## src/design/ost_defines.vh

```
`ifndef OST_DEFINES_VH
`define OST_DEFINES_VH

// Register byte offsets
`define OST_CFG_OFS      6'h00
`define OST_CMD_OFS      6'h04
`define OST_LIMIT_OFS    6'h08
`define OST_INTTRIP_OFS  6'h0C
`define OST_EXTTRIP_OFS  6'h10
`define OST_MAXGOV_OFS   6'h14
`define OST_DWELL1_OFS   6'h18
`define OST_DWELL2_OFS   6'h1C
`define OST_PEAK_OFS     6'h20
`define OST_STATUS_OFS   6'h24
`define OST_ISTAT_OFS    6'h28
`define OST_ICLR_OFS     6'h2C
`define OST_IEN_OFS      6'h30

// CFG fields
`define OST_CFG_EXT      0
`define OST_CFG_TRIPLIM  1
`define OST_CFG_GENAPP   2
`define OST_CFG_RST      3'h2

// CMD fields (write-only pulses)
`define OST_CMD_TOOL_GO  0
`define OST_CMD_SER_GO   1
`define OST_CMD_STOP     2
`define OST_CMD_TOOL_CLR 3
`define OST_CMD_SER_CLR  4

// Event bits in interrupt status
`define OST_EV_START     0
`define OST_EV_REFUSE    1
`define OST_EV_ALARM     2
`define OST_EV_ESD       3
`define OST_EV_RAMPBK    4
`define OST_EV_W         5

// Reset values of settings (speed units, ms)
`define OST_LIMIT_RST    16'h1400
`define OST_INTTRIP_RST  16'h1300
`define OST_EXTTRIP_RST  16'h1380
`define OST_MAXGOV_RST   16'h1200
`define OST_DWELL_MS     16'hEA60

// Timing
`define OST_CLK_NS       40
`define OST_TICK_NS      1000000
`define OST_TICK_CYC     (`OST_TICK_NS / `OST_CLK_NS)
`define OST_BLINK_MS     16'h01F4

// Command sources
`define OST_SRC_TOOL     2'h0
`define OST_SRC_SER      2'h1
`define OST_SRC_CONT     2'h2

// AXI responses
`define OST_RESP_OK      2'h0
`define OST_RESP_ERR     2'h2

`endif

```

## src/design/ost_supervisor.v

```verilog
`include "ost_defines.vh"

module ost_supervisor #(
  parameter SPD_W    = 16,
  parameter TICK_CYC = `OST_TICK_CYC
) (
  input  wire             ref_clk,        // 25 MHz clock
  input  wire             rst_n,          // Async reset, active low
  input  wire [5:0]       s_axi_awaddr,   // Write address
  input  wire             s_axi_awvalid,  // Write address valid
  output reg              s_axi_awready,  // Write address ready
  input  wire [31:0]      s_axi_wdata,    // Write data
  input  wire [3:0]       s_axi_wstrb,    // Byte strobes
  input  wire             s_axi_wvalid,   // Write data valid
  output reg              s_axi_wready,   // Write data ready
  output reg  [1:0]       s_axi_bresp,    // Write response
  output reg              s_axi_bvalid,   // Write response valid
  input  wire             s_axi_bready,   // Write response ready
  input  wire [5:0]       s_axi_araddr,   // Read address
  input  wire             s_axi_arvalid,  // Read address valid
  output reg              s_axi_arready,  // Read address ready
  output reg  [31:0]      s_axi_rdata,    // Read data
  output reg  [1:0]       s_axi_rresp,    // Read response
  output reg              s_axi_rvalid,   // Read data valid
  input  wire             s_axi_rready,   // Read data ready
  input  wire [SPD_W-1:0] speed,          // Sensed turbine speed
  input  wire [SPD_W-1:0] sp_request,     // Setpoint from setpoint logic
  input  wire             sp_adjust,      // Setpoint raise/lower pulse
  input  wire             sp_at_max,      // Setpoint at max governor
  input  wire             speed_in_ctrl,  // Speed PID in control
  input  wire             aux_en,         // Auxiliary enabled
  input  wire             casc_en,        // Cascade enabled
  input  wire             extr_en,        // Ext/adm enabled
  input  wire             rmt_sp_en,      // Remote setpoint enabled
  input  wire             gen_bkr_closed, // Generator breaker closed
  input  wire             test_contact,   // Test contact input, closed high
  output reg  [SPD_W-1:0] sp_cmd,         // Capped setpoint
  output reg              ramp_back,      // Ramp setpoint to max governor
  output reg              esd,            // Emergency shutdown
  output reg              alarm,          // Overspeed alarm
  output reg              trip_relay,     // Overspeed trip indication
  output reg              test_relay,     // Test active indication
  output reg              irq             // Interrupt, active high
);

  localparam ST_IDLE = 2'h0;
  localparam ST_TEST = 2'h1;
  localparam ST_SHUT = 2'h2;

  reg [2:0]       cfg;
  reg [SPD_W-1:0] lim;
  reg [SPD_W-1:0] int_trip;
  reg [SPD_W-1:0] ext_trip;
  reg [SPD_W-1:0] max_gov;
  reg [15:0]      dwell1_ms;
  reg [15:0]      dwell2_ms;
  reg [SPD_W-1:0] peak;
  reg [`OST_EV_W-1:0] ev_stat;
  reg [`OST_EV_W-1:0] ev_en;
  reg [1:0]       state;
  reg [1:0]       src;
  reg             cont_d;
  reg [31:0]      tick_cnt;
  reg             tick;
  reg [15:0]      dw1_cnt;
  reg [15:0]      dw2_cnt;
  reg [15:0]      blink_cnt;
  reg             blink;
  reg             aw_hold;
  reg             w_hold;
  reg [5:0]       aw_addr;
  reg [31:0]      w_data;
  reg [3:0]       w_strb;

  // Write address and data latched separately, either order
  wire wr_go = aw_hold && w_hold && !s_axi_bvalid;
  wire [31:0] wmask = {{8{w_strb[3]}}, {8{w_strb[2]}}, {8{w_strb[1]}}, {8{w_strb[0]}}};
  wire [SPD_W-1:0] spd_msk = wmask[SPD_W-1:0];
  wire [15:0]      ms_msk  = wmask[15:0];

  wire cmd_wr = wr_go && (aw_addr == `OST_CMD_OFS) && w_strb[0];
  wire tool_go = cmd_wr && w_data[`OST_CMD_TOOL_GO];
  wire ser_go  = cmd_wr && w_data[`OST_CMD_SER_GO];
  wire stop_go = cmd_wr && w_data[`OST_CMD_STOP];
  wire clr_pk  = cmd_wr && (w_data[`OST_CMD_TOOL_CLR] || w_data[`OST_CMD_SER_CLR]);
  wire cont_rise = test_contact && !cont_d;
  wire cont_fall = !test_contact && cont_d;
  wire any_go = tool_go || ser_go || cont_rise;
  wire permit = speed_in_ctrl && !aux_en && !casc_en && !extr_en && !rmt_sp_en &&
                !(cfg[`OST_CFG_GENAPP] && gen_bkr_closed) && sp_at_max;

  wire ext_type  = cfg[`OST_CFG_EXT];
  wire at_int    = speed >= int_trip;
  wire above_int = speed > int_trip;
  wire at_lim    = speed >= lim;
  wire dw1_done  = (dw1_cnt >= dwell1_ms) && (speed > max_gov);
  wire dw2_done  = (dw2_cnt >= dwell2_ms) && (speed > ext_trip);
  wire in_test   = (state == ST_TEST);

  // Shutdown causes while testing
  wire lim_trip  = at_lim && cfg[`OST_CFG_TRIPLIM];
  wire int_cmd_trip = at_int && !ext_type && (src != `OST_SRC_CONT);
  wire cont_trip = (src == `OST_SRC_CONT) && cont_fall &&
                   (alarm || at_int || ext_type);
  wire test_esd  = in_test && !stop_go && !ser_go && !tool_go &&
                   (lim_trip || int_cmd_trip || cont_trip || dw2_done);
  // Normal protection outside a test
  wire idle_esd  = (state == ST_IDLE) && at_int && !any_go;
  wire do_esd    = test_esd || idle_esd;
  wire refused   = any_go && !permit && (state == ST_IDLE);
  wire started   = any_go && permit && (state == ST_IDLE);
  wire alarm_set = in_test && at_int && !alarm;

  wire [`OST_EV_W-1:0] ev_now = {dw1_done && !ramp_back, do_esd, alarm_set, refused, started};

  // Test sequencing; a later serial or contact start takes over the source, a tool start does not
  always @(posedge ref_clk or negedge rst_n) begin
    if (!rst_n) begin
      state      <= ST_IDLE;
      src        <= `OST_SRC_TOOL;
      cont_d     <= 1'b0;
      esd        <= 1'b0;
      alarm      <= 1'b0;
      trip_relay <= 1'b0;
    end else begin
      cont_d <= test_contact;
      case (state)
        ST_IDLE: begin
          if (started) begin
            state <= ST_TEST;
            alarm <= 1'b0;
            if (cont_rise)
              src <= `OST_SRC_CONT;
            else if (ser_go)
              src <= `OST_SRC_SER;
            else
              src <= `OST_SRC_TOOL;
          end else if (idle_esd) begin
            state      <= ST_SHUT;
            esd        <= 1'b1;
            trip_relay <= 1'b1;
          end
        end
        ST_TEST: begin
          if (at_int)
            alarm <= 1'b1;
          if (stop_go) begin
            state <= ST_IDLE;
          end else if (ser_go) begin
            src <= `OST_SRC_SER;
          end else if (cont_rise) begin
            src <= `OST_SRC_CONT;
          end else if (test_esd) begin
            state      <= ST_SHUT;
            esd        <= 1'b1;
            trip_relay <= 1'b1;
          end else if ((src == `OST_SRC_CONT) && cont_fall) begin
            state <= ST_IDLE;
          end
        end
        ST_SHUT: begin
          // Shutdown holds until an explicit stop command
          if (stop_go) begin
            state      <= ST_IDLE;
            esd        <= 1'b0;
            alarm      <= 1'b0;
            trip_relay <= 1'b0;
          end
        end
        default: state <= ST_IDLE;
      endcase
    end
  end

  // Millisecond tick, dwell timers and relay blink
  always @(posedge ref_clk or negedge rst_n) begin
    if (!rst_n) begin
      tick_cnt  <= 32'h0;
      tick      <= 1'b0;
      dw1_cnt   <= 16'h0;
      dw2_cnt   <= 16'h0;
      blink_cnt <= 16'h0;
      blink     <= 1'b0;
      ramp_back <= 1'b0;
    end else begin
      tick <= (tick_cnt == TICK_CYC - 1);
      if (tick_cnt == TICK_CYC - 1)
        tick_cnt <= 32'h0;
      else
        tick_cnt <= tick_cnt + 32'h1;
      if (!in_test || sp_adjust || speed <= max_gov)
        dw1_cnt <= 16'h0;
      else if (tick && dw1_cnt != 16'hFFFF)
        dw1_cnt <= dw1_cnt + 16'h1;
      if (!in_test || sp_adjust || speed <= ext_trip)
        dw2_cnt <= 16'h0;
      else if (tick && dw2_cnt != 16'hFFFF)
        dw2_cnt <= dw2_cnt + 16'h1;
      if (!in_test || sp_adjust || speed <= max_gov)
        ramp_back <= 1'b0;
      else if (dw1_done)
        ramp_back <= 1'b1;
      if (tick) begin
        if (blink_cnt >= `OST_BLINK_MS - 16'h1) begin
          blink_cnt <= 16'h0;
          blink     <= ~blink;
        end else begin
          blink_cnt <= blink_cnt + 16'h1;
        end
      end
    end
  end

  // Outputs toward setpoint logic and relays
  always @(posedge ref_clk or negedge rst_n) begin
    if (!rst_n) begin
      sp_cmd     <= {SPD_W{1'b0}};
      test_relay <= 1'b0;
      peak       <= {SPD_W{1'b0}};
      irq        <= 1'b0;
    end else begin
      if (in_test && sp_request > lim)
        sp_cmd <= lim;
      else
        sp_cmd <= sp_request;
      test_relay <= in_test && (!above_int || blink);
      // Clear has priority only over stale value, not the new sample
      if (clr_pk)
        peak <= speed;
      else if (speed > peak)
        peak <= speed;
      irq <= |(ev_stat & ev_en);
    end
  end

  // AXI4-Lite write channel
  always @(posedge ref_clk or negedge rst_n) begin
    if (!rst_n) begin
      s_axi_awready <= 1'b0;
      s_axi_wready  <= 1'b0;
      s_axi_bvalid  <= 1'b0;
      s_axi_bresp   <= `OST_RESP_OK;
      aw_hold       <= 1'b0;
      w_hold        <= 1'b0;
      aw_addr       <= 6'h0;
      w_data        <= 32'h0;
      w_strb        <= 4'h0;
    end else begin
      s_axi_awready <= !aw_hold && !s_axi_awready && s_axi_awvalid;
      s_axi_wready  <= !w_hold && !s_axi_wready && s_axi_wvalid;
      if (s_axi_awvalid && s_axi_awready) begin
        aw_hold <= 1'b1;
        aw_addr <= {s_axi_awaddr[5:2], 2'b00};
      end
      if (s_axi_wvalid && s_axi_wready) begin
        w_hold <= 1'b1;
        w_data <= s_axi_wdata;
        w_strb <= s_axi_wstrb;
      end
      if (wr_go) begin
        aw_hold      <= 1'b0;
        w_hold       <= 1'b0;
        s_axi_bvalid <= 1'b1;
        s_axi_bresp  <= (aw_addr > `OST_IEN_OFS) ? `OST_RESP_ERR : `OST_RESP_OK;
      end else if (s_axi_bvalid && s_axi_bready) begin
        s_axi_bvalid <= 1'b0;
      end
    end
  end

  // Writable settings and interrupt registers
  always @(posedge ref_clk or negedge rst_n) begin
    if (!rst_n) begin
      cfg       <= `OST_CFG_RST;
      lim       <= `OST_LIMIT_RST;
      int_trip  <= `OST_INTTRIP_RST;
      ext_trip  <= `OST_EXTTRIP_RST;
      max_gov   <= `OST_MAXGOV_RST;
      dwell1_ms <= `OST_DWELL_MS;
      dwell2_ms <= `OST_DWELL_MS;
      ev_en     <= {`OST_EV_W{1'b0}};
      ev_stat   <= {`OST_EV_W{1'b0}};
    end else begin
      if (wr_go) begin
        case (aw_addr)
          `OST_CFG_OFS:     cfg       <= w_strb[0] ? w_data[2:0] : cfg;
          `OST_LIMIT_OFS:   lim       <= (lim & ~spd_msk) | (w_data[SPD_W-1:0] & spd_msk);
          `OST_INTTRIP_OFS: int_trip  <= (int_trip & ~spd_msk) | (w_data[SPD_W-1:0] & spd_msk);
          `OST_EXTTRIP_OFS: ext_trip  <= (ext_trip & ~spd_msk) | (w_data[SPD_W-1:0] & spd_msk);
          `OST_MAXGOV_OFS:  max_gov   <= (max_gov & ~spd_msk) | (w_data[SPD_W-1:0] & spd_msk);
          `OST_DWELL1_OFS:  dwell1_ms <= (dwell1_ms & ~ms_msk) | (w_data[15:0] & ms_msk);
          `OST_DWELL2_OFS:  dwell2_ms <= (dwell2_ms & ~ms_msk) | (w_data[15:0] & ms_msk);
          `OST_IEN_OFS:     ev_en     <= w_strb[0] ? w_data[`OST_EV_W-1:0] : ev_en;
          default: ;
        endcase
      end
      // New events win over a clear in the same cycle
      if (wr_go && aw_addr == `OST_ICLR_OFS && w_strb[0])
        ev_stat <= (ev_stat & ~w_data[`OST_EV_W-1:0]) | ev_now;
      else
        ev_stat <= ev_stat | ev_now;
    end
  end

  reg [31:0] rd_mux;
  wire [5:0] rd_ofs = {s_axi_araddr[5:2], 2'h0};
  always @* begin
    case (rd_ofs)
      `OST_CFG_OFS:     rd_mux = {29'h0, cfg};
      `OST_LIMIT_OFS:   rd_mux = {16'h0, lim};
      `OST_INTTRIP_OFS: rd_mux = {16'h0, int_trip};
      `OST_EXTTRIP_OFS: rd_mux = {16'h0, ext_trip};
      `OST_MAXGOV_OFS:  rd_mux = {16'h0, max_gov};
      `OST_DWELL1_OFS:  rd_mux = {16'h0, dwell1_ms};
      `OST_DWELL2_OFS:  rd_mux = {16'h0, dwell2_ms};
      `OST_PEAK_OFS:    rd_mux = {16'h0, peak};
      `OST_STATUS_OFS:  rd_mux = {22'h0, permit, ramp_back, test_relay, trip_relay,
                                  alarm, esd, src, state};
      `OST_ISTAT_OFS:   rd_mux = {27'h0, ev_stat};
      `OST_IEN_OFS:     rd_mux = {27'h0, ev_en};
      default:          rd_mux = 32'h0;
    endcase
  end

  // AXI4-Lite read channel
  always @(posedge ref_clk or negedge rst_n) begin
    if (!rst_n) begin
      s_axi_arready <= 1'b0;
      s_axi_rvalid  <= 1'b0;
      s_axi_rdata   <= 32'h0;
      s_axi_rresp   <= `OST_RESP_OK;
    end else begin
      s_axi_arready <= !s_axi_arready && !s_axi_rvalid && s_axi_arvalid;
      if (s_axi_arvalid && s_axi_arready) begin
        s_axi_rvalid <= 1'b1;
        s_axi_rdata  <= rd_mux;
        if (rd_ofs > `OST_IEN_OFS || rd_ofs == `OST_CMD_OFS || rd_ofs == `OST_ICLR_OFS)
          s_axi_rresp <= `OST_RESP_ERR;
        else
          s_axi_rresp <= `OST_RESP_OK;
      end else if (s_axi_rvalid && s_axi_rready) begin
        s_axi_rvalid <= 1'b0;
      end
    end
  end

endmodule

```

## config.mk

```make
export PLATFORM = sky130hd
export DESIGN_NAME = ost_supervisor
export DESIGN_NICKNAME = d
export VERILOG_FILES = /design/src/design/ost_supervisor.v
export VERILOG_INCLUDE_DIRS = /design/src /design/src/design
export SDC_FILE = /design/constraint.sdc
export NUM_CORES = 1
export LEC_CHECK = 0
export BUFFER_PORTS_ARGS = -buffer_cell sky130_fd_sc_hd__buf_2
export CORE_ASPECT_RATIO = 2
export CORE_MARGIN = 1.5
export CORE_UTILIZATION = 41
export DETAILED_ROUTE_END_ITERATION = 6
export GPL_TIMING_DRIVEN = 0
export MAX_ROUTING_LAYER = met4
export PLACE_DENSITY = 0.57
export SYNTH_ARGS = -nofsm -noshare
export SYNTH_HDL_FRONTEND = slang
export SYNTH_SLANG_ARGS = --single-unit
```

## constraint.sdc

```tcl
create_clock -name ref_clk -period 2.8 [get_ports ref_clk]
set_input_delay 0.56 -clock ref_clk [delete_from_list [all_inputs] [get_ports ref_clk]]
set_output_delay 0.56 -clock ref_clk [all_outputs]
set_load 0.005 [all_outputs]
```

==> reports/results.txt <==
Total GRT Usage: 28.7%
Longest Clk Path Bufs: 3
Fin nets: 2134
Layout cells sized above 1: 22.2%
Worst r2r dst: ev_stat[3]$_DFF_PN0_
Pleak: 8.72 nW
Worst setup SP type: input pin
Slowest stage cell, crit path: clkbuf_1
Reg2Reg Setup Slack: 0.06 ns
Final Cell Area: 0.0196 mm²
Maximum number of pins on one net before global-route repair: 120
Cts hold-fix bufs: 0
Ports: 159
Kind of critical path: input pin to flop
CTS tree: done
Sequential Area: 0.00705 mm²
Power Dens Cells: 767 mW/mm²
Total CTS buffers: 28
Syn avg cell area: 9.73 µm²
Max Clk Rate: 361 MHz
DP Area: 0.0181 mm²
Via count: 14261
Post-synth cell types: 84
DP Cell Count: 2389
Synth area leaders: dfrtp_1, ha_1, mux2_2
Area of the multi-input gates: 0.00901 mm²
Worst-margin pin slew: 1.14 ns
Initial core utilization: 41.6%
Gpl congestion: 0.973
Filler cells: 3810
Max stage delay on crit path: 0.74 ns
Post-synth EDFFs: 0
Req. time, crit path: 3.29 ns
Register area share after synthesis: 42.0%
Gate Count Post-Synth: 1721
Post-DR wirelength/cell: 23.7 µm
#FFs+latches synth: 280
Routed Antenna Nets: 0
Critical Path AT: 3.26 ns
Top cell type's share of synthesized area: 38.0%
Final Max Tran Viols: 0
Root Driver: clkbuf_16
Vias in the first global route: 14780
Ys async rst share: 100%
CP Cell Sequence: buf_2 > nand2b_1 > nor3_1 > clkbuf_1 > a22oi_1 > nand3_1 > a31oi_1 > o21ai_0
Critical path fanouts, max: 10
Total gr overflow: 0
DR iter-0 viols: 691
DP HPWL: 45800 µm
Via density per instance: 5.80
CTS H-tree lvls: 1
Final setup fails: 0
Die width: 146 µm
Fin crit share: 99.0%
Clk Latency, worst-skew pair: 0.58 ns
CP endpoint kind: flop
Total wire length: 58300 µm
Diode count: 0
CTS Sinks: 280
Chip Height: 289 µm
Worst vdd ir: 502 µV
Worst Hold Margin: 0.000205 ns
Max transition margin: 23.3%
Worst-path clk slew: 0.07 ns
Result of the run: finished clean
First-pass DRT Iterations: 5
Post-route DRC: 0
Area leader, netlist: dfrtp_1
Core box area: 0.0402 mm²
Fin cells: 2458
Row count: 104
R2r worst-path depth: 9
First-pass GRT wire length: 87900 µm
Main synth FF type: dfrtp_1
Buffers on Ports: 118
Antenna violations before repair: 0
HP Class: input pin to async pin
TNS Setup: 0 ns
Max cap viols: 0
Mapped Area: 0.0167 mm²
Die ar.: 0.0421 mm²
Post-Route Skew: 0.0254 ns
Final Hold Fails: 0
Fin crit period: 2.77 ns
Ys Warns: 0
Area Growth Syn to Fin: 16.9%
placed cells by master, fill, tap and decap left out, types with 8 or more instances in the layout:
cell,netlist,final
nand2_1,130,130
nor2_1,97,96
o21ai_0,81,79
xnor2_1,27,27
nor3_1,23,20
buf_2,18,128
a311oi_1,17,8
mux2i_1,9,9
a22oi_1,31,31
and3_1,45,45
a222oi_1,11,11
clkinv_2,0,8
o2111ai_1,17,16
nor2b_1,33,33
nor4_1,10,9
o21a_1,11,11
o311ai_1,2,8
a21oi_1,81,79
clkbuf_1,51,44
inv_1,138,138
a22o_1,8,8
buf_4,21,46
mux2_2,105,105
clkbuf_16,0,29
dfrtp_1,254,247
nand3_1,65,64
a311oi_2,0,9
conb_1,1,18
dfstp_2,26,26
a21o_1,21,21
ha_1,132,130
nand4_1,69,69
nand2b_1,9,9
xor2_1,29,29
a31oi_1,15,12
synth_stat cells (7+ instances only):
master,n
inv_1,138
a211oi_1,7
a311oi_1,17
a22o_1,8
nand4_1,69
clkbuf_1,51
nand3b_1,7
xor2_1,29
o21a_1,11
o311ai_0,14
o211ai_1,7
o2111ai_1,17
nor2_1,97
nor3b_1,7
a31oi_1,15
ha_1,132
mux2i_1,9
buf_2,18
or3_1,8
and3_1,45
dfstp_2,26
dfrtp_1,254
mux2_2,105
nor2b_1,33
a222oi_1,11
a21oi_1,81
nor3_1,23
nand2_1,130
buf_4,21
nand2b_1,9
nor4_1,10
nand3_1,65
o21ai_0,81
xnor2_1,27
a22oi_1,31
a21o_1,21
power breakdown:
group	switching, mW	total, mW	leakage, nW	internal (mW)
Clock	1.75	4.19	0.504	2.44
Sequential	1.05	6.04	3.60	5.00
Combinational	2.77	4.78	4.62	2.01
kinds of logic after synthesis:
group                    share of synthesized area (%)
adder cells (fa/ha/maj)                           9.93
XOR/XNOR                                          2.93
AO/OA/AOI/OAI                                     14.8
other                                           0.0224
multiplexers                                      7.60
buffers and inverters                             5.92
AND/OR/NAND/NOR                                   16.8
flip-flops                                        42.0
metal layers:
layer	track usage, %	part of all wire [%]	vias up
li1	-	-	6602
met1	25.5	32	6959
met2	53.5	54	457
met3	3.14	3.7	243
met4	25.2	10	0
met5	-	0	-
timing repair:
| item | in CTS | in global routing |
|---|---|---|
| gates resized for setup | 31 | 46 |
| endpoints found under the setup margin | 51 | 46 |
| pin swaps | 7 | 8 |
| buffers inserted | 7 | 12 |
critical path, delay by kind of cell:
family | cells | cell delay, ns
and+or+nand+nor | 3 | 1.35
buffers and inverters | 2 | 0.89
AOI/OAI and AO/OA | 3 | 0.46
metrics by stage:
stage / util, % / total power [mW] / worst slack (ns)
3_5_place_dp: 45.1 / 10.5 / -1.28
2_1_floorplan: - / 8.46 / 0.401
4_1_cts: 48.0 / 14.8 / 0.00725
3_3_place_gp: 44.9 / 10.3 / -4.27
5_1_grt: 48.7 / 15.8 / -0.0219
6_report: 48.7 / 15.0 / 0.0271
final cells by class:
cell class	count	share of cell area, %
Timing Repair Buffer	140	4.18
Buffer	93	2.55
Sequential cell	280	36.0
Inverter	138	2.65
Clock buffer	34	3.96
Tap cell	530	3.39
Clock inverter	18	1.20
Multi-Input combinational cell	1225	46.1
worst max-delay path by stage:
stage | slack [ns] | end | cells past startpoint | startpoint
6_report | 0.03 | s_axi_rdata[9]$_DFFE_PN0P_ | 8 | s_axi_araddr[2]
5_1_grt | -0.02 | sp_cmd[6]$_DFF_PN0_ | 9 | flop
4_1_cts | 0.007 | state[1]$_DFFE_PN0P_ | 9 | flop
3_5_place_dp | -1.28 | state[1]$_DFFE_PN0P_ | 9 | speed[11]
3_3_place_gp | -4.27 | blink_cnt[14]$_DFFE_PN0P_ | 1 | rst_n
2_1_floorplan | 0.40 | sp_cmd[10]$_DFF_PN0_ | 8 | sp_request[15]
No activity file was read; power rests on OpenSTA's default activity.
